===== src/logic/slfc_pkg.sv =====
// Function
// RL1 - Latch data, blank, waveform, contrast at frame
// RL2 - Enable starts; clearing stops at once
// RL3 - Disabled pins return to port function
// RL4 - Waveform select applies from next frame
// RL5 - Frame flag set with each data latch
// RL6 - Interrupt needs flag, enable, global enable
// RL7 - Flag clears on vector or write one
// RL8 - Low-power waveform latches every second frame
// RL9 - Blanking after frame grounds all pins
// RL10 - Clock select: system or asynchronous source
// RL11 - Bias half or third; static duty static
// RL12 - Duty select picks one to four commons
// RL13 - Port mask picks active segment pin count
// RL14 - Reserved bits ignore writes, read zero
// RL15 - Software programs setup before enabling
// RL16 - Software disables before reinitialising
// RL17 - Software updates just after frame latch
// RL18 - Software blanks, waits a frame, then disables
// RL19 - Software avoids read-modify-write of flag
// RL20 - Commons addressed in order from zero
// RL21 - Set bit drives segment opposite to common
// RL22 - Prescaler divides 16 to 4096, then 1-8
// RL23 - Unblanking resumes output at next frame
package slfc_pkg;
    // Register byte addresses on the APB slave
    localparam logic [7:0] OFS_CTRL_STATUS = 8'h00;
    localparam logic [7:0] OFS_CONFIG      = 8'h04;
    localparam logic [7:0] OFS_FRAME_RATE  = 8'h08;
    localparam logic [7:0] OFS_CONTRAST    = 8'h0C;
    localparam logic [7:0] OFS_DMEM_BASE   = 8'h10;
    localparam int         APB_AW          = 8;
    // Control and status register fields
    localparam int BIT_ENABLE  = 7;
    localparam int BIT_LPWAVE  = 6;
    localparam int BIT_IRQFLAG = 4;
    localparam int BIT_IRQEN   = 3;
    localparam int BIT_BLANK   = 0;
    // Configuration register fields
    localparam int BIT_CLKSEL  = 7;
    localparam int BIT_HALFB   = 6;
    localparam int POS_DUTY    = 4;
    localparam int POS_PMASK   = 0;
    // Frame rate register fields
    localparam int POS_PSSEL   = 4;
    localparam int POS_CLKDIV  = 0;
    // Reset values
    localparam logic [7:0] RST_REG = 8'h00;
    // Last prescaled tick of a frame, counted from zero
    localparam logic [2:0] K_NORMAL = 3'h7;
    localparam logic [2:0] K_THIRD  = 3'h5;
    localparam int         PS_WIDTH = 12;

    // Duty selection
    typedef enum logic [1:0] {
        SLFC_DUTY_STATIC,
        SLFC_DUTY_HALF,
        SLFC_DUTY_THIRD,
        SLFC_DUTY_QUARTER
    } slfc_duty_e;

    // Control register fields kept by software
    typedef struct packed {
        logic enable;
        logic lp_wave;
        logic irq_en;
        logic blank;
    } slfc_ctrl_s;

    // Configuration register fields
    typedef struct packed {
        logic       clk_sel;
        logic       half_bias;
        slfc_duty_e duty;
        logic [2:0] port_mask;
    } slfc_cfg_s;
endpackage : slfc_pkg


===== src/logic/slfc_frame_ctrl.sv =====
`timescale 1ns/1ps
module slfc_frame_ctrl
    import slfc_pkg::*;
#(
    parameter int NUM_SEG = 25,
    parameter int NUM_COM = 4
)(
    input  wire logic                clk_sys,        // System clock, 125 MHz
    input  wire logic                reset,          // Async reset, active high
    input  wire logic                psel,           // APB select
    input  wire logic                penable,        // APB enable
    input  wire logic                pwrite,         // APB direction
    input  wire logic [APB_AW-1:0]   paddr,          // APB byte address
    input  wire logic [31:0]         pwdata,         // APB write data
    output logic                     pready,         // APB ready
    output logic [31:0]              prdata,         // APB read data
    output logic                     pslverr,        // APB error, unmapped
    input  wire logic                timer_osc_input, // Timer oscillator level
    input  wire logic                ext_clk_input,  // External clock level
    input  wire logic                ext_clock_select, // Pick external clock
    input  wire logic                global_irq_en,  // CPU global enable
    input  wire logic                irq_ack,        // Vector taken, pulse
    output logic                     frame_irq,      // Interrupt request
    output logic [NUM_SEG-1:0]       seg_out,        // Segment waveform level
    output logic [NUM_SEG-1:0]       seg_lcd_sel,    // Segment pin owned
    output logic [NUM_COM-1:0]       com_out,        // Common waveform level
    output logic [NUM_COM-1:0]       com_lcd_sel,    // Common pin owned
    output logic                     pins_grounded,  // Blanking in force
    output logic                     bias_half,      // Half bias selected
    output logic                     bias_static,    // Static bias in use
    output logic                     lp_wave_out,    // Low-power waveform
    output logic [3:0]               contrast_out    // Latched contrast
);
    // Refuse sizes the pin decode cannot serve
    if (NUM_SEG != 25 || NUM_COM != 4)
        $error("slfc_frame_ctrl supports 25 segments and 4 commons only");

    slfc_ctrl_s          ctrl_q;        // Control bits
    logic                flag_q;        // Frame interrupt flag
    slfc_cfg_s           cfg_q;         // Configuration
    logic [2:0]          pssel_q;       // Prescaler tap
    logic [2:0]          clkdiv_q;      // Extra divider
    logic [3:0]          contrast_q;    // Contrast setting
    logic [NUM_SEG-1:0]  dmem_q [NUM_COM]; // Display memory
    logic [NUM_SEG-1:0]  dlat_q [NUM_COM]; // Working latches
    logic                blank_lat_q;   // Latched blanking
    logic                lp_lat_q;      // Latched waveform
    logic [3:0]          cc_lat_q;      // Latched contrast
    logic                async_d1_q;    // Async source previous level
    logic [PS_WIDTH-1:0] ps_q;          // Ripple prescaler
    logic [2:0]          div_q;         // Divider count
    logic [2:0]          phase_q;       // Tick within frame
    logic                first_q;       // First enabled cycle opens frame one
    logic                parity_q;      // Frame parity
    logic                pol_q;         // Waveform polarity
    logic [31:0]         rdata_q;       // Read data
    logic                lcd_tick;      // Controller clock tick
    logic                ps_tick;       // Prescaled tick
    logic [PS_WIDTH-1:0] tap_mask;      // Prescaler tap mask
    logic [2:0]          k_last;        // Last phase of a frame
    logic                frame_start;   // A frame begins
    logic                latch_ev;      // Data latch event
    logic [1:0]          com_idx;       // Addressed common
    logic                wr_ev;         // Write takes effect
    logic                mapped;        // Address decodes
    logic [4:0]          seg_cnt;       // Segment pins in use

    // Bus decode; always ready, so every access phase completes
    assign pready  = 1'b1;
    assign wr_ev   = psel && penable && pwrite;
    assign mapped  = (paddr[1:0] == 2'b00) && (paddr <= OFS_DMEM_BASE + 8'h0C);
    assign pslverr = psel && penable && !mapped;
    assign prdata  = rdata_q;

    // Read data registered in the setup cycle
    always_ff @(posedge clk_sys or posedge reset)
    begin
        if (reset)
        begin
            rdata_q <= 32'h0000_0000;
        end
        else if (psel && !penable && !pwrite)
        begin
            rdata_q <= 32'h0000_0000;
            // Reserved bits stay zero in every case below
            unique case (paddr)     // see RL14
                OFS_CTRL_STATUS:
                begin
                    rdata_q[BIT_ENABLE]  <= ctrl_q.enable;
                    rdata_q[BIT_LPWAVE]  <= ctrl_q.lp_wave;
                    rdata_q[BIT_IRQFLAG] <= flag_q;
                    rdata_q[BIT_IRQEN]   <= ctrl_q.irq_en;
                    rdata_q[BIT_BLANK]   <= ctrl_q.blank;
                end
                OFS_CONFIG:
                    rdata_q[7:0] <= {cfg_q.clk_sel, cfg_q.half_bias, cfg_q.duty, 1'b0,
                                     cfg_q.port_mask};
                OFS_FRAME_RATE:
                    rdata_q[7:0] <= {1'b0, pssel_q, 1'b0, clkdiv_q};
                OFS_CONTRAST:
                    rdata_q[3:0] <= contrast_q;
                OFS_DMEM_BASE:        rdata_q[NUM_SEG-1:0] <= dmem_q[0];
                OFS_DMEM_BASE + 8'h04: rdata_q[NUM_SEG-1:0] <= dmem_q[1];
                OFS_DMEM_BASE + 8'h08: rdata_q[NUM_SEG-1:0] <= dmem_q[2];
                OFS_DMEM_BASE + 8'h0C: rdata_q[NUM_SEG-1:0] <= dmem_q[3];
                default:              rdata_q <= 32'h0000_0000;
            endcase
        end
    end

    // Software-written registers; reserved positions are simply not stored
    always_ff @(posedge clk_sys or posedge reset)
    begin
        if (reset)
        begin
            ctrl_q     <= slfc_ctrl_s'(4'h0);
            cfg_q      <= slfc_cfg_s'(RST_REG[6:0]);
            pssel_q    <= 3'h0;
            clkdiv_q   <= 3'h0;
            contrast_q <= 4'h0;
            for (int i = 0; i < NUM_COM; i++)
                dmem_q[i] <= '0;
        end
        else if (wr_ev)
        begin
            if (paddr == OFS_CTRL_STATUS)
            begin
                ctrl_q.enable  <= pwdata[BIT_ENABLE];    // see RL2
                ctrl_q.lp_wave <= pwdata[BIT_LPWAVE];
                ctrl_q.irq_en  <= pwdata[BIT_IRQEN];
                ctrl_q.blank   <= pwdata[BIT_BLANK];
            end
            if (paddr == OFS_CONFIG)
            begin
                cfg_q.clk_sel   <= pwdata[BIT_CLKSEL];
                cfg_q.half_bias <= pwdata[BIT_HALFB];
                cfg_q.duty      <= slfc_duty_e'(pwdata[POS_DUTY +: 2]);
                cfg_q.port_mask <= pwdata[POS_PMASK +: 3];
            end
            if (paddr == OFS_FRAME_RATE)
            begin
                pssel_q  <= pwdata[POS_PSSEL +: 3];
                clkdiv_q <= pwdata[POS_CLKDIV +: 3];
            end
            if (paddr == OFS_CONTRAST)
                contrast_q <= pwdata[3:0];
            for (int i = 0; i < NUM_COM; i++)
                if (paddr == OFS_DMEM_BASE + 8'(4 * i))
                    dmem_q[i] <= pwdata[NUM_SEG-1:0];
        end
    end

    // Frame flag; the hardware set wins over any clear in the same cycle
    always_ff @(posedge clk_sys or posedge reset)
    begin
        if (reset)
            flag_q <= 1'b0;
        else if (latch_ev)
            flag_q <= 1'b1;                                   // see RL5
        else if (irq_ack || (wr_ev && paddr == OFS_CTRL_STATUS && pwdata[BIT_IRQFLAG]))
            flag_q <= 1'b0;                                   // see RL7
    end

    // Interrupt request is a level, dropped with any of its three terms
    assign frame_irq = flag_q && ctrl_q.irq_en && global_irq_en;   // see RL6

    // Async source arrives as a sampled level; its rising edge is one tick
    always_ff @(posedge clk_sys or posedge reset)
    begin
        if (reset)
            async_d1_q <= 1'b0;
        else
            async_d1_q <= ext_clock_select ? ext_clk_input : timer_osc_input;
    end
    assign lcd_tick = !cfg_q.clk_sel ||                             // see RL10
                      (!async_d1_q && (ext_clock_select ? ext_clk_input : timer_osc_input));

    // Tap of 16, 64 .. 4096 from the prescaler select
    always_comb
    begin
        unique case (pssel_q)                                     // see RL22
            3'd0:    tap_mask = 12'h00F;
            3'd1:    tap_mask = 12'h03F;
            3'd2:    tap_mask = 12'h07F;
            3'd3:    tap_mask = 12'h0FF;
            3'd4:    tap_mask = 12'h1FF;
            3'd5:    tap_mask = 12'h3FF;
            3'd6:    tap_mask = 12'h7FF;
            default: tap_mask = 12'hFFF;
        endcase
    end

    // Prescaler and divider; held at zero while off so a start is clean
    always_ff @(posedge clk_sys or posedge reset)
    begin
        if (reset)
        begin
            ps_q  <= '0;
            div_q <= 3'h0;
        end
        else if (!ctrl_q.enable)
        begin
            ps_q  <= '0;
            div_q <= 3'h0;
        end
        else if (lcd_tick)
        begin
            ps_q <= ps_q + 12'h001;
            if ((ps_q & tap_mask) == tap_mask)
                div_q <= (div_q >= clkdiv_q) ? 3'h0 : div_q + 3'h1;   // see RL22
        end
    end
    assign ps_tick = ctrl_q.enable && lcd_tick && ((ps_q & tap_mask) == tap_mask) &&
                     (div_q >= clkdiv_q);

    // Frame length: six ticks at third duty, eight otherwise
    assign k_last      = (cfg_q.duty == SLFC_DUTY_THIRD) ? K_THIRD : K_NORMAL;
    assign frame_start = ctrl_q.enable && (first_q || (ps_tick && phase_q == k_last));
    // Low-power waveform skips every second latch
    assign latch_ev    = frame_start && !(lp_lat_q && parity_q);   // see RL8

    // Frame sequencer; disabling stops it at once, mid-frame or not
    always_ff @(posedge clk_sys or posedge reset)
    begin
        if (reset)
        begin
            phase_q  <= 3'h0;
            first_q  <= 1'b1;
            parity_q <= 1'b0;
            pol_q    <= 1'b0;
        end
        else if (!ctrl_q.enable)
        begin
            phase_q  <= 3'h0;                                     // see RL2
            first_q  <= 1'b1;
            parity_q <= 1'b0;
            pol_q    <= 1'b0;
        end
        else
        begin
            first_q <= 1'b0;
            if (frame_start)
            begin
                phase_q  <= 3'h0;                                 // see RL20
                parity_q <= latch_ev;
                pol_q    <= !pol_q;
            end
            else if (ps_tick)
                phase_q <= phase_q + 3'h1;
        end
    end

    // Working latches, loaded only at a frame start
    always_ff @(posedge clk_sys or posedge reset)
    begin
        if (reset)
        begin
            blank_lat_q <= 1'b0;
            lp_lat_q    <= 1'b0;
            cc_lat_q    <= 4'h0;
            for (int i = 0; i < NUM_COM; i++)
                dlat_q[i] <= '0;
        end
        else if (latch_ev)
        begin
            blank_lat_q <= ctrl_q.blank;                          // see RL9
            lp_lat_q    <= ctrl_q.lp_wave;                        // see RL4
            cc_lat_q    <= contrast_q;                            // see RL1
            for (int i = 0; i < NUM_COM; i++)
                dlat_q[i] <= dmem_q[i];                           // see RL1
        end
    end

    // Common index: third and quarter use two ticks each, half four
    always_comb
    begin
        unique case (cfg_q.duty)                                  // see RL12
            SLFC_DUTY_STATIC: com_idx = 2'd0;
            SLFC_DUTY_HALF:   com_idx = {1'b0, phase_q[2]};
            default:          com_idx = phase_q[2:1];
        endcase
    end

    // Segment count from the port mask
    always_comb
    begin
        unique case (cfg_q.port_mask)                             // see RL13
            3'd0:    seg_cnt = 5'd13;
            3'd1:    seg_cnt = 5'd15;
            3'd2:    seg_cnt = 5'd17;
            3'd3:    seg_cnt = 5'd19;
            3'd4:    seg_cnt = 5'd21;
            3'd5:    seg_cnt = 5'd23;
            3'd6:    seg_cnt = 5'd24;
            default: seg_cnt = 5'd25;
        endcase
    end

    // Pin drive, registered; blanking grounds everything but keeps memory
    always_ff @(posedge clk_sys or posedge reset)
    begin
        if (reset)
        begin
            seg_out       <= '0;
            com_out       <= '0;
            seg_lcd_sel   <= '0;
            com_lcd_sel   <= '0;
            pins_grounded <= 1'b0;
            bias_half     <= 1'b0;
            bias_static   <= 1'b0;
            lp_wave_out   <= 1'b0;
            contrast_out  <= 4'h0;
        end
        else
        begin
            for (int s = 0; s < NUM_SEG; s++)
            begin
                // Unmasked pins go back to the port when off
                seg_lcd_sel[s] <= ctrl_q.enable && (5'(s) < seg_cnt);   // see RL3
                // A set bit is driven against the common
                seg_out[s] <= ctrl_q.enable && !blank_lat_q &&
                              (dlat_q[com_idx][s] ? !pol_q : pol_q);   // see RL21
            end
            for (int c = 0; c < NUM_COM; c++)
            begin
                com_lcd_sel[c] <= ctrl_q.enable && (2'(c) <= cfg_q.duty);  // see RL12
                // Addressed common swings opposite to the idle ones
                com_out[c] <= ctrl_q.enable && !blank_lat_q &&
                              ((2'(c) == com_idx) ? pol_q : !pol_q);     // see RL20
            end
            pins_grounded <= ctrl_q.enable && blank_lat_q;          // see RL23
            bias_half     <= cfg_q.half_bias && (cfg_q.duty != SLFC_DUTY_STATIC);
            bias_static   <= (cfg_q.duty == SLFC_DUTY_STATIC);      // see RL11
            lp_wave_out   <= lp_lat_q;
            contrast_out  <= cc_lat_q;
        end
    end

    // Checks kept beside the logic they guard
    a_flag_on_latch: assert property (@(posedge clk_sys) disable iff (reset) // see RL5
        latch_ev |=> flag_q && !first_q)
        else $error("frame flag not set at latch");

    a_irq_terms: assert property (@(posedge clk_sys) disable iff (reset) // see RL6
        frame_irq |-> flag_q && ctrl_q.irq_en && global_irq_en)
        else $error("interrupt raised without all enables");

    a_flag_clear: assert property (@(posedge clk_sys) disable iff (reset) // see RL7
        (irq_ack && !latch_ev) |=> !flag_q)
        else $error("flag not cleared by vector");

    a_lp_every_second: assert property (@(posedge clk_sys) disable iff (reset) // see RL8
        (frame_start && lp_lat_q && parity_q) |-> !latch_ev)
        else $error("low power latched on consecutive frames");

    a_blank_ground: assert property (@(posedge clk_sys) disable iff (reset) // see RL9
        blank_lat_q |=> (seg_out == '0) && (com_out == '0))
        else $error("pins not grounded while blanked");

    a_stop_now: assert property (@(posedge clk_sys) disable iff (reset) // see RL2
        $fell(ctrl_q.enable) |=> phase_q == 3'h0 ##0 seg_lcd_sel == '0)
        else $error("controller did not stop at once");

    a_ports_off: assert property (@(posedge clk_sys) disable iff (reset) // see RL3
        !ctrl_q.enable ##1 !ctrl_q.enable |-> (com_lcd_sel == '0) && (seg_lcd_sel == '0))
        else $error("pins still owned while disabled");

    a_static_bias: assert property (@(posedge clk_sys) disable iff (reset) // see RL11
        (cfg_q.duty == SLFC_DUTY_STATIC) |=> bias_static && !bias_half)
        else $error("static duty without static bias");

    a_mask_min: assert property (@(posedge clk_sys) disable iff (reset) // see RL13
        (ctrl_q.enable && cfg_q.port_mask == 3'd0) |=> seg_lcd_sel == 25'h000_1FFF)
        else $error("port mask zero wrong pin set");

    a_com_zero_first: assert property (@(posedge clk_sys) disable iff (reset) // see RL20
        frame_start |=> com_idx == 2'd0)
        else $error("frame did not begin on common zero");

    a_rsvd_zero: assert property (@(posedge clk_sys) disable iff (reset) // see RL14
        (psel && !penable && !pwrite && paddr == OFS_CTRL_STATUS) |=>
            (rdata_q[5] == 1'b0) && (rdata_q[2:1] == 2'b00) && (rdata_q[31:8] == '0))
        else $error("reserved bits read non-zero");
endmodule : slfc_frame_ctrl


===== config.mk =====
export PLATFORM = sky130hd
export DESIGN_NAME = slfc_frame_ctrl
export DESIGN_NICKNAME = d
export VERILOG_FILES = /design/src/logic/slfc_pkg.sv /design/src/logic/slfc_frame_ctrl.sv
export SDC_FILE = /design/constraint.sdc
export NUM_CORES = 1
export LEC_CHECK = 0
export BUFFER_PORTS_ARGS = -buffer_cell sky130_fd_sc_hd__buf_4
export CAP_MARGIN = 5
export CORE_UTILIZATION = 47
export CTS_BUF_LIST = sky130_fd_sc_hd__clkbuf_2
export DETAILED_ROUTE_END_ITERATION = 10
export HOLD_SLACK_MARGIN = 0.02
export PLACE_DENSITY_LB_ADDON = 0.2
export SKIP_CTS_REPAIR_TIMING = 1
export SYNTH_ARGS = -nofsm -noshare
export SYNTH_HDL_FRONTEND = slang
export SYNTH_SLANG_ARGS = --single-unit

===== constraint.sdc =====
create_clock -name clk_sys -period 12.3 [get_ports clk_sys]
set_clock_uncertainty 0.15 [all_clocks]
set_input_delay 0.615 -clock clk_sys [delete_from_list [all_inputs] [get_ports clk_sys]]
set_output_delay 0.615 -clock clk_sys [all_outputs]
set_load 0.05 [all_outputs]

==> impl_metrics.ini, run 1 <==
[route]
detailroute.via_count = 9618
drtAntennaViolNets = 0
drt_iter0_markers = 640
ratio_of_routed_vias_to_standard_cells = 5.44
drtPass1Iterations = 8
wl_per_cell_um = 19.6
drt_wl_total_mm = 34.6
drc_violation_count_after_routing = 0

[place]
dp_cells = 1588
dp.final_hpwl_mm = 20.3
dp_slack_ps = 7930
gpl.final_weighted_congestion = 0.760
portBuffers = 135

[timing]
grt_setup_unrepaired = false
final-hold-violation-count = 0
timing.final.crit_period_ps = 3940
report.final.slew_viol_count = 0
fin_crit_sh_pct = 32.1
setup_slack_ps = 8360
achievable-frequency_ghz = 0.254
setup_viol = 0
tightest_slew_margin_relative_to_the_limit_pct = 21.6
max_slew.worst_pin.slew_ps = 1180
setup_tns_ps = 0

[clock_network]
cts_htree_levels = 3
clock_tree_from_tritoncts = built
clock_path_buffers = 3
cts.sinks = 340
clk_latency_ps = 870
ctsRootBufferMaster = sky130_fd_sc_hd__clkbuf_2
numCtsBuffers = 86
clock_transition_at_the_registers_of_the_reported_paths_ps = 100

[final_layout]
nets = 1374
area.growth.synth_to_final_pct = 16.3
finish.utilization_pct = 55.6
layout.cells.most_common_list = sky130_fd_sc_hd__dfrtp_1, sky130_fd_sc_hd__mux2_2, sky130_fd_sc_hd__buf_4, sky130_fd_sc_hd__clkbuf_2, sky130_fd_sc_hd__nand2_1
final_cells = 1769
drive_gt1_share_pct = 38.6
layout_commonest_cell = sky130_fd_sc_hd__dfrtp_1

[floorplanning]
floorplan.core_area_um2 = 30600
dieHeight_um = 178
std_cell_rows = 64
ioPinCount = 151
die-area_um2 = 31800
die_x_um = 178
floorplan.initialDensity_pct = 47.8

[yosys]
post_synth_num_cell_types = 63
synthTopCellsByArea = sky130_fd_sc_hd__dfrtp_1, sky130_fd_sc_hd__mux2_2, sky130_fd_sc_hd__mux2_4
synth-main-ff-cell = sky130_fd_sc_hd__dfrtp_1
postSynthAreaPerCell_um2 = 13.1
async_flop_share_pct = 100
ys_warn_count = 0
largest_area_contributor_in_the_netlist = sky130_fd_sc_hd__dfrtp_1
number_of_instances_in_the_synthesized_netlist = 1112
synth_top_area_share_pct = 58.0
synth_enable_flop_cells = 0
syn-cell-area_um2 = 14600
synth_seq_area_share_pct = 58.2
synth.ff_latch_count = 340

[worst_setup_path]
worst_setup_path_end_kind = register
timing.critical_path.from_type = register
ff2ff_path_depth = 8
regToRegEndpoint = dlat_q[21]
worst_setup_path_startpoint = ps_q[0]
critical_path.endpoint = dlat_q[21]
rrSetupSlack_ps = 8360
crit_type = register to register
cp_data_arrival_time_ps = 4490
worst_r2r_start = ps_q[0]
path_max_fanout = 55
critical_path_required_ps = 12850

[min_path]
hold_class = primary input to register

[pwr]
leakage_uw = 0.00845
peakVddDrop_mv = 0.0942
power.density_nw_per_um2 = 149
total_power_uw = 2540

[global_routing]
grt_first_pass_wirelength_mm = 54.2
grt_overflow = 0
number_of_global_route_vias_before_repair = 9659
grt_max_degree = 191
grtUsageTotal_pct = 22.4
grt_antenna_before_repair = 1

[run_status]
outcome = finished clean

[run]
max_cap_violations = 0
[synthesized netlist by cell type, types with 4 or more instances]
library cell	instances
sky130_fd_sc_hd__mux4_2	4
sky130_fd_sc_hd__nand3_1	12
sky130_fd_sc_hd__and3_1	8
sky130_fd_sc_hd__dfrtp_1	339
sky130_fd_sc_hd__a21oi_1	14
sky130_fd_sc_hd__nor2_1	80
sky130_fd_sc_hd__buf_1	8
sky130_fd_sc_hd__nand2b_1	7
sky130_fd_sc_hd__and2_1	5
sky130_fd_sc_hd__a21boi_0	6
sky130_fd_sc_hd__nor2b_1	5
sky130_fd_sc_hd__mux2i_1	8
sky130_fd_sc_hd__inv_1	14
sky130_fd_sc_hd__buf_4	9
sky130_fd_sc_hd__a31oi_1	24
sky130_fd_sc_hd__xnor2_1	29
sky130_fd_sc_hd__nand2_1	93
sky130_fd_sc_hd__buf_2	16
sky130_fd_sc_hd__buf_6	5
sky130_fd_sc_hd__o21ai_0	25
sky130_fd_sc_hd__xor2_1	14
sky130_fd_sc_hd__ha_1	12
sky130_fd_sc_hd__a22oi_1	39
sky130_fd_sc_hd__mux2_4	48
sky130_fd_sc_hd__clkbuf_1	32
sky130_fd_sc_hd__mux2_2	177
sky130_fd_sc_hd__a222oi_1	26
[how the worst min path moves through the flow]
stage	from	to	cells past startpoint
5_1_grt	paddr[6]	prdata[0]	5
2_1_floorplan	cc_lat_q[3]	contrast_out[3]	0
3_5_place_dp	cc_lat_q[3]	contrast_out[3]	0
4_1_cts	irq_ack	flag_q	3
3_3_place_gp	cc_lat_q[3]	contrast_out[3]	0
6_report	paddr[6]	prdata[0]	5
[kinds of logic (layout without fill, tap and decap cells)]
family                     after synthesis  count (layout)  share of synthesized area [%]
other                                    2               9                         0.0514
buffers and inverters                   87             341                           3.08
muxes                                  237             237                           19.7
xor gates and xnor gates                43              43                           2.58
adders and majority gates               12              12                           1.03
DFF                                    340             340                           58.2
and+or+nand+nor                        239             239                           7.81
AOI/OAI and AO/OA                      152             152                           7.52
[report_power, final]
group          total [µW]  switching [µW]  internal (µW)
Combinational         507             338            169
Sequential           1280            75.2           1200
Clock                 751             451            299
[final cells by class]
type | count | area (µm²)
antenna | 1 | 2.50
clock buffer | 117 | 586
clock inverter | 31 | 180
fill | 2693 | 13600
inverter | 15 | 63.8
multi-input combinational | 691 | 5740
sequential | 340 | 8510
tap | 396 | 495
timing repair buffer | 178 | 1430
[sequential cells by signal, summed over array words and instances (netlist names), 3 cells and up]
register,count
dlat_q,100
dmem_q,100
prdata,25
seg_out,25
seg_lcd_sel,24
ps_q,12
cfg_q,7
cc_lat_q,4
com_lcd_sel,4
com_out,4
contrast_out,4
contrast_q,4
ctrl_q,4
clkdiv_q,3
div_q,3
phase_q,3
pssel_q,3
[worst max-delay path: stages, from the launching register on]
cell	delay, ps
sky130_fd_sc_hd__dfrtp_1	410
sky130_fd_sc_hd__ha_1	210
sky130_fd_sc_hd__nand4b_1	120
sky130_fd_sc_hd__o21ai_2	260
sky130_fd_sc_hd__a21boi_0	420
sky130_fd_sc_hd__a41o_2	360
sky130_fd_sc_hd__nand3_4	690
sky130_fd_sc_hd__buf_4	660
sky130_fd_sc_hd__mux2_4	400
[through the flow]
step	instance area, µm²	hold slack [ps]
2_1_floorplan	14600	199
3_3_place_gp	15900	204
3_5_place_dp	15900	210
4_1_cts	16700	-227
5_1_grt	17000	78.1
6_report	17000	112
[metal layers]
layer,up-vias,part of all wire (%),GRT usage [%]
li1,4401,-,-
met1,4903,46,31.8
met2,277,47,34.8
met3,37,6.0,4.88
met4,0,1.1,5.97
met5,-,0,0
Note: power is estimated with default switching activity, not from simulation.
==> inputs of run 2 (changes only) <==
Clock period 12.3 ns to 3.3 ns, I/O delays scaled along.
==> run 2 against run 1 <==
- die area did not move
- via count is 3.6% higher
- highest routed layer unchanged
- critical path type is now primary input to register
- power grew to 3.8 times the previous value
- global-route usage up 0.35 points
- sequential power increased to 3.7 times the previous value
- final cell count increased by 4.6%
- design area increased by 4.6%
- critical endpoint is now dmem_q[89]
- the run now ends with negative setup slack left
==> impl_metrics.ini, run 2 (same netlist as run 1, synthesis figures left out) <==
[run_status]
outcome = complete, but fails checks
failed_checks = negative setup slack

[worst_setup_path]
ff2ff_path_depth = 10
path_max_fanout = 19
critical_path_required_ps = 3930
critical-path-max-stage-delay_ps = 630
regToRegEndpoint = flag_q
rrSetupSlack_ps = 280
cp_cell_sequence = dlygate4sd3_1, buf_4, dlygate4sd3_1, nor2_8, nand2_4, dlygate4sd3_1, nor4_4, buf_4, mux2_2, dlygate4sd3_1
cp_data_arrival_time_ps = 3960
cpMostUsedCell = sky130_fd_sc_hd__dlygate4sd3_1
crit_type = primary input to register
worst_setup_path_end_kind = register
cpMaxStageDelayCell = sky130_fd_sc_hd__dlygate4sd3_1
worst_r2r_start = ps_q[0]
timing.critical_path.from_type = primary input

[final_layout]
multiInputGateArea_um2 = 5720
layout.cells.most_common_list = sky130_fd_sc_hd__dfrtp_1, sky130_fd_sc_hd__mux2_2, sky130_fd_sc_hd__buf_4, sky130_fd_sc_hd__clkbuf_2, sky130_fd_sc_hd__nand2_1
fillCellCount = 2613
post_route_cell_area_um2 = 17800
layout_commonest_cell = sky130_fd_sc_hd__dfrtp_1
drive_gt1_share_pct = 38.8
area.growth.synth_to_final_pct = 21.7
final_cells = 1850
nets = 1460
area_taken_by_flip_flops_and_latches_um2 = 8510
largestRegisters = dlat_q: 100 flops, dmem_q: 100 flops

[clock_network]
cts.sinks = 340
clock_transition_at_the_registers_of_the_reported_paths_ps = 100
ctsRootBufferMaster = sky130_fd_sc_hd__clkbuf_2
clk_latency_ps = 930
clock_path_buffers = 3
clock_tree_from_tritoncts = built
numCtsBuffers = 87
cts_htree_levels = 3

[floorplanning]
std_cell_rows = 64
ioPinCount = 151
floorplan.core_area_um2 = 30600
die-area_um2 = 31800
die_x_um = 178
floorplan.initialDensity_pct = 47.8
dieHeight_um = 178

[timing]
setup_viol = 1
setup_slack_ps = -32.0
tightest_slew_margin_relative_to_the_limit_pct = 25.9
fin_crit_sh_pct = 101
max_slew.worst_pin.slew_ps = 1110
final-hold-violation-count = 0
timing.final.crit_period_ps = 3330
achievable-frequency_ghz = 0.300
report.final.slew_viol_count = 0

[route]
drc_violation_count_after_routing = 0
drtAntennaViolNets = 0
drt_iter0_markers = 669
ratio_of_routed_vias_to_standard_cells = 5.38
wl_per_cell_um = 19.4
drt_wl_total_mm = 35.9
detailroute.via_count = 9961
drtPass1Iterations = 7

[place]
portBuffers = 135
dp.final_hpwl_mm = 22.4
dp_slack_ps = 581
gpl.final_weighted_congestion = 0.783
dp_cells = 1623
place_area_um2 = 16200

[pwr]
leakage_uw = 0.00884
peakVddDrop_mv = 0.410
power.density_nw_per_um2 = 537

[min_path]
hold-path-cell-count = 3
hp-start = pwdata[0]
min_to = ctrl_q[0]
hold_class = primary input to register

[global_routing]
grtUsageTotal_pct = 22.8
grt_antenna_before_repair = 1
number_of_global_route_vias_before_repair = 9749
grt_overflow = 0
grt_max_degree = 79
grt_first_pass_wirelength_mm = 54.9

[run]
max_cap_violations = 0
[run 2: changes by cell type in the layout (fill, tap and decap cells not counted), moves of 4 or more]
| cell | before | now |
|---|---|---|
| sky130_fd_sc_hd__buf_4 | 145 | 176 |
| sky130_fd_sc_hd__clkbuf_2 | 117 | 121 |
| sky130_fd_sc_hd__dlygate4sd3_1 | 32 | 82 |
| sky130_fd_sc_hd__clkinv_1 | 23 | 18 |
| sky130_fd_sc_hd__buf_12 | 1 | 5 |
[run 2: worst max-delay path by stage]
stage,start,end,cells after the start
3_5_place_dp,ps_q[0],dlat_q[72],9
5_1_grt,paddr[5],dmem_q[89],10
2_1_floorplan,reset,async_d1_q,1
6_report,paddr[5],dmem_q[89],10
4_1_cts,ps_q[0],dlat_q[53],9
3_3_place_gp,ps_q[0],dlat_q[71],9
[run 2: layout make-up]
cell class,instances,share of cell area (%)
multi-input cells,691,32.1
clock inverters,23,0.851
repair buffers,263,12.6
clock buffers,121,3.40
flip-flops and latches,340,47.9
inverters,15,0.338
well taps,396,2.79
diodes,1,0.0141
[run 2: layer usage]
layer,global-route usage [%],part of all wire (%),vias to the layer above
li1,-,-,4562
met1,32.1,45,5028
met2,35.4,47,312
met3,4.73,6.1,59
met4,6.89,1.5,0
met5,0,0,-
[run 2: worst max-delay path, delay by kind of cell]
| family | cells | cell delay [ps] |
|---|---|---|
| buffers and inverters | 6 | 2890 |
| muxes | 1 | 370 |
| and+or+nand+nor | 3 | 530 |
[run 2: per-stage QoR]
stage,TNS [ps],util (%),hold WS [ps],power [µW]
after floorplan,-529410,-,132,6110
after global placement,0,53.0,55.7,6720
after detailed placement,0,53.0,62.4,6740
after CTS,0,55.5,-929,9580
after global routing,-3.05,58.1,8.33,10100
final,-32.0,58.1,35.0,9540
[run 2: power by group]
group	switching, µW	total [µW]	leakage (µW)	internal (µW)
clock network	1680	2810	0.000562	1130
logic	1280	1960	0.00379	684
registers	286	4770	0.00449	4480
==> inputs of run 3 (changes only) <==
Settings changed: SKIP_CTS_REPAIR_TIMING 1 to not set.
==> run 3 against run 2 <==
- clock power about the same
- worst hold slack improved by 190 ps
- largest cell class unchanged
- sequential share of layout area is 0.061 points higher
- sequential power about the same
- critical endpoint is now flag_q
- clock-buffer cell count unchanged
- highest routed layer unchanged
- critical path type unchanged
- final cell count fell by 0.16%
- the flow now finishes without violations
- design area decreased by 0.13%
- sequential cell count unchanged
- power about the same
- worst setup slack gained 93 ps
- maximum frequency grew 2.9%
==> impl_metrics.ini, run 3 (same netlist as run 1, synthesis figures left out) <==
[pwr]
leakage_uw = 0.00883
power.share.sequential_pct = 50.0
intPower_uw = 6290
power.share.clock_pct = 29.5
combinationalPowerShare_pct = 20.5
power.density_nw_per_um2 = 537
peakVddDrop_mv = 0.361
netSwitchingPower_uw = 3240
power.share.switching_pct = 34.0

[final_layout]
largestRegisters = dlat_q: 100 flops, dmem_q: 100 flops
nets = 1457
drive_gt1_share_pct = 39.0
area.growth.synth_to_final_pct = 21.5
final_cells = 1847
layout.cells.most_common_list = sky130_fd_sc_hd__dfrtp_1, sky130_fd_sc_hd__mux2_2, sky130_fd_sc_hd__buf_4, sky130_fd_sc_hd__clkbuf_2, sky130_fd_sc_hd__nand2_1
finish.utilization_pct = 58.1
post_route_cell_area_um2 = 17800
layout_commonest_cell = sky130_fd_sc_hd__dfrtp_1

[worst_setup_path]
worst_r2r_start = ps_q[4]
cp_data_arrival_time_ps = 3900
timing.critical_path.from_type = primary input
rrSetupSlack_ps = 500
regToRegEndpoint = flag_q
path_max_fanout = 10
critical-path-top-delay-family = buffers and inverters
critical-path-max-stage-delay_ps = 640
critical_path_required_ps = 3960
critical_path_buf_inv_count = 6
cpMaxStageDelayCell = sky130_fd_sc_hd__dlygate4sd3_1
cp_cell_sequence = dlygate4sd3_1, buf_4, or4_4, dlygate4sd3_1, nor2_8, nand2_1, nor3_1, buf_4, a211o_1, dlygate4sd3_1, nand2_1, dlygate4sd3_1
worst_setup_path_end_kind = register
cpMostUsedCell = sky130_fd_sc_hd__dlygate4sd3_1
crit_type = primary input to register
ff2ff_path_depth = 9

[route]
drc_violation_count_after_routing = 0
detailroute.via_count = 9960
drtPass1Iterations = 5
route.met3.wl_mm = 1.97
ratio_of_routed_vias_to_standard_cells = 5.39
drt_wl_total_mm = 35.7
wirelength_met1_mm = 16.4
wl_per_cell_um = 19.3
drt_iter0_markers = 658
top_signal_layer_used = met4
drtAntennaViolNets = 0
met2_length_mm = 16.9

[clock_network]
clock_tree_from_tritoncts = built
ctsRootBufferMaster = sky130_fd_sc_hd__clkbuf_2
cts_htree_levels = 3
clk_latency_ps = 930
postCtsSetupRepairBufs = 0
numCtsBuffers = 87
clock_transition_at_the_registers_of_the_reported_paths_ps = 100
clock_path_buffers = 3
cts.sinks = 340

[place]
dp_cells = 1623
dp.final_hpwl_mm = 22.4
dp_slack_ps = 581
gpl.final_weighted_congestion = 0.783
portBuffers = 135
place_area_um2 = 16200

[floorplanning]
die-area_um2 = 31800
ioPinCount = 151
dieHeight_um = 178
floorplan.initialDensity_pct = 47.8
die_x_um = 178
floorplan.core_area_um2 = 30600
std_cell_rows = 64

[timing]
report.final.slew_viol_count = 0
achievable-frequency_ghz = 0.309
tightest_slew_margin_relative_to_the_limit_pct = 27.9
worst_hold_slack_after_final_layout_ps = 222
fin_crit_sh_pct = 98.2
grt_setup_unrepaired = false
max_slew.worst_pin.slew_ps = 1080
final-hold-violation-count = 0
setup_viol = 0
setup_slack_ps = 60.6
timing.final.crit_period_ps = 3240

[global_routing]
number_of_global_route_vias_before_repair = 10161
grt_antenna_before_repair = 1
grt_first_pass_wirelength_mm = 56.6
grtUsageTotal_pct = 23.4
grt_overflow = 0
grt_max_degree = 79

[run]
max_cap_violations = 0

[min_path]
hold_class = primary input to register
hold-path-cell-count = 5
min_to = prdata[2]
hp-start = psel

[run_status]
outcome = finished clean
==> run 3: per-stage QoR <==
step / power [µW] / TNS [ps]
3_5_place_dp: 6740 / 0
3_3_place_gp: 6720 / 0
4_1_cts: 9650 / 0
5_1_grt: 10000 / 0
6_report: 9530 / 0
2_1_floorplan: 6110 / -529410
==> run 3: area by class of cell <==
| cell class | count | area (µm²) |
|---|---|---|
| antenna | 1 | 2.50 |
| tap | 396 | 495 |
| multi-input combinational | 691 | 5720 |
| clock buffer | 121 | 606 |
| inverter | 15 | 60.1 |
| sequential | 340 | 8510 |
| clock inverter | 23 | 151 |
| fill | 2607 | 12800 |
| timing repair buffer | 260 | 2220 |
==> run 3: routing by layer <==
metal  vias up  GRT usage [%]
met5         -              0
met4         0           7.10
met3        52           4.56
met2       287           36.5
met1      5069           32.9
li1       4552              -
==> run 3: worst max path at each step <==
stage / from / endpoint / cells past startpoint
global placement: ps_q[0] / dlat_q[71] / 9
CTS: timer_osc_input / flag_q / 13
finish: paddr[6] / flag_q / 12
floorplan: reset / async_d1_q / 1
detailed placement: ps_q[0] / dlat_q[72] / 9
global route: paddr[6] / flag_q / 12
==> run 3: power by group through the flow <==
stage	logic [µW]	clock network, µW	registers (µW)
floorplan	671	0	5440
global placement	1880	0	4840
detailed placement	1900	0	4840
CTS	1970	2910	4770
global route	2100	3140	4810
finish	1960	2810	4760
==> run 3: repair_timing <==
| item | in CTS | in global routing |
|---|---|---|
| setup endpoints to repair | 0 | 4 |
| hold buffers | 79 | 0 |
| hold endpoints to repair | 496 | 0 |
| resized for setup | 0 | 3 |
==> run 3: worst reg2reg max path: stages (launching register included) <==
cell,delay (ps)
sky130_fd_sc_hd__dfrtp_1,430
sky130_fd_sc_hd__and3_1,260
sky130_fd_sc_hd__nand3_1,110
sky130_fd_sc_hd__o32ai_2,320
sky130_fd_sc_hd__a41o_2,340
sky130_fd_sc_hd__nand3_4,140
sky130_fd_sc_hd__buf_6,230
sky130_fd_sc_hd__buf_4,170
sky130_fd_sc_hd__nand2_1,50
sky130_fd_sc_hd__dlygate4sd3_1,550
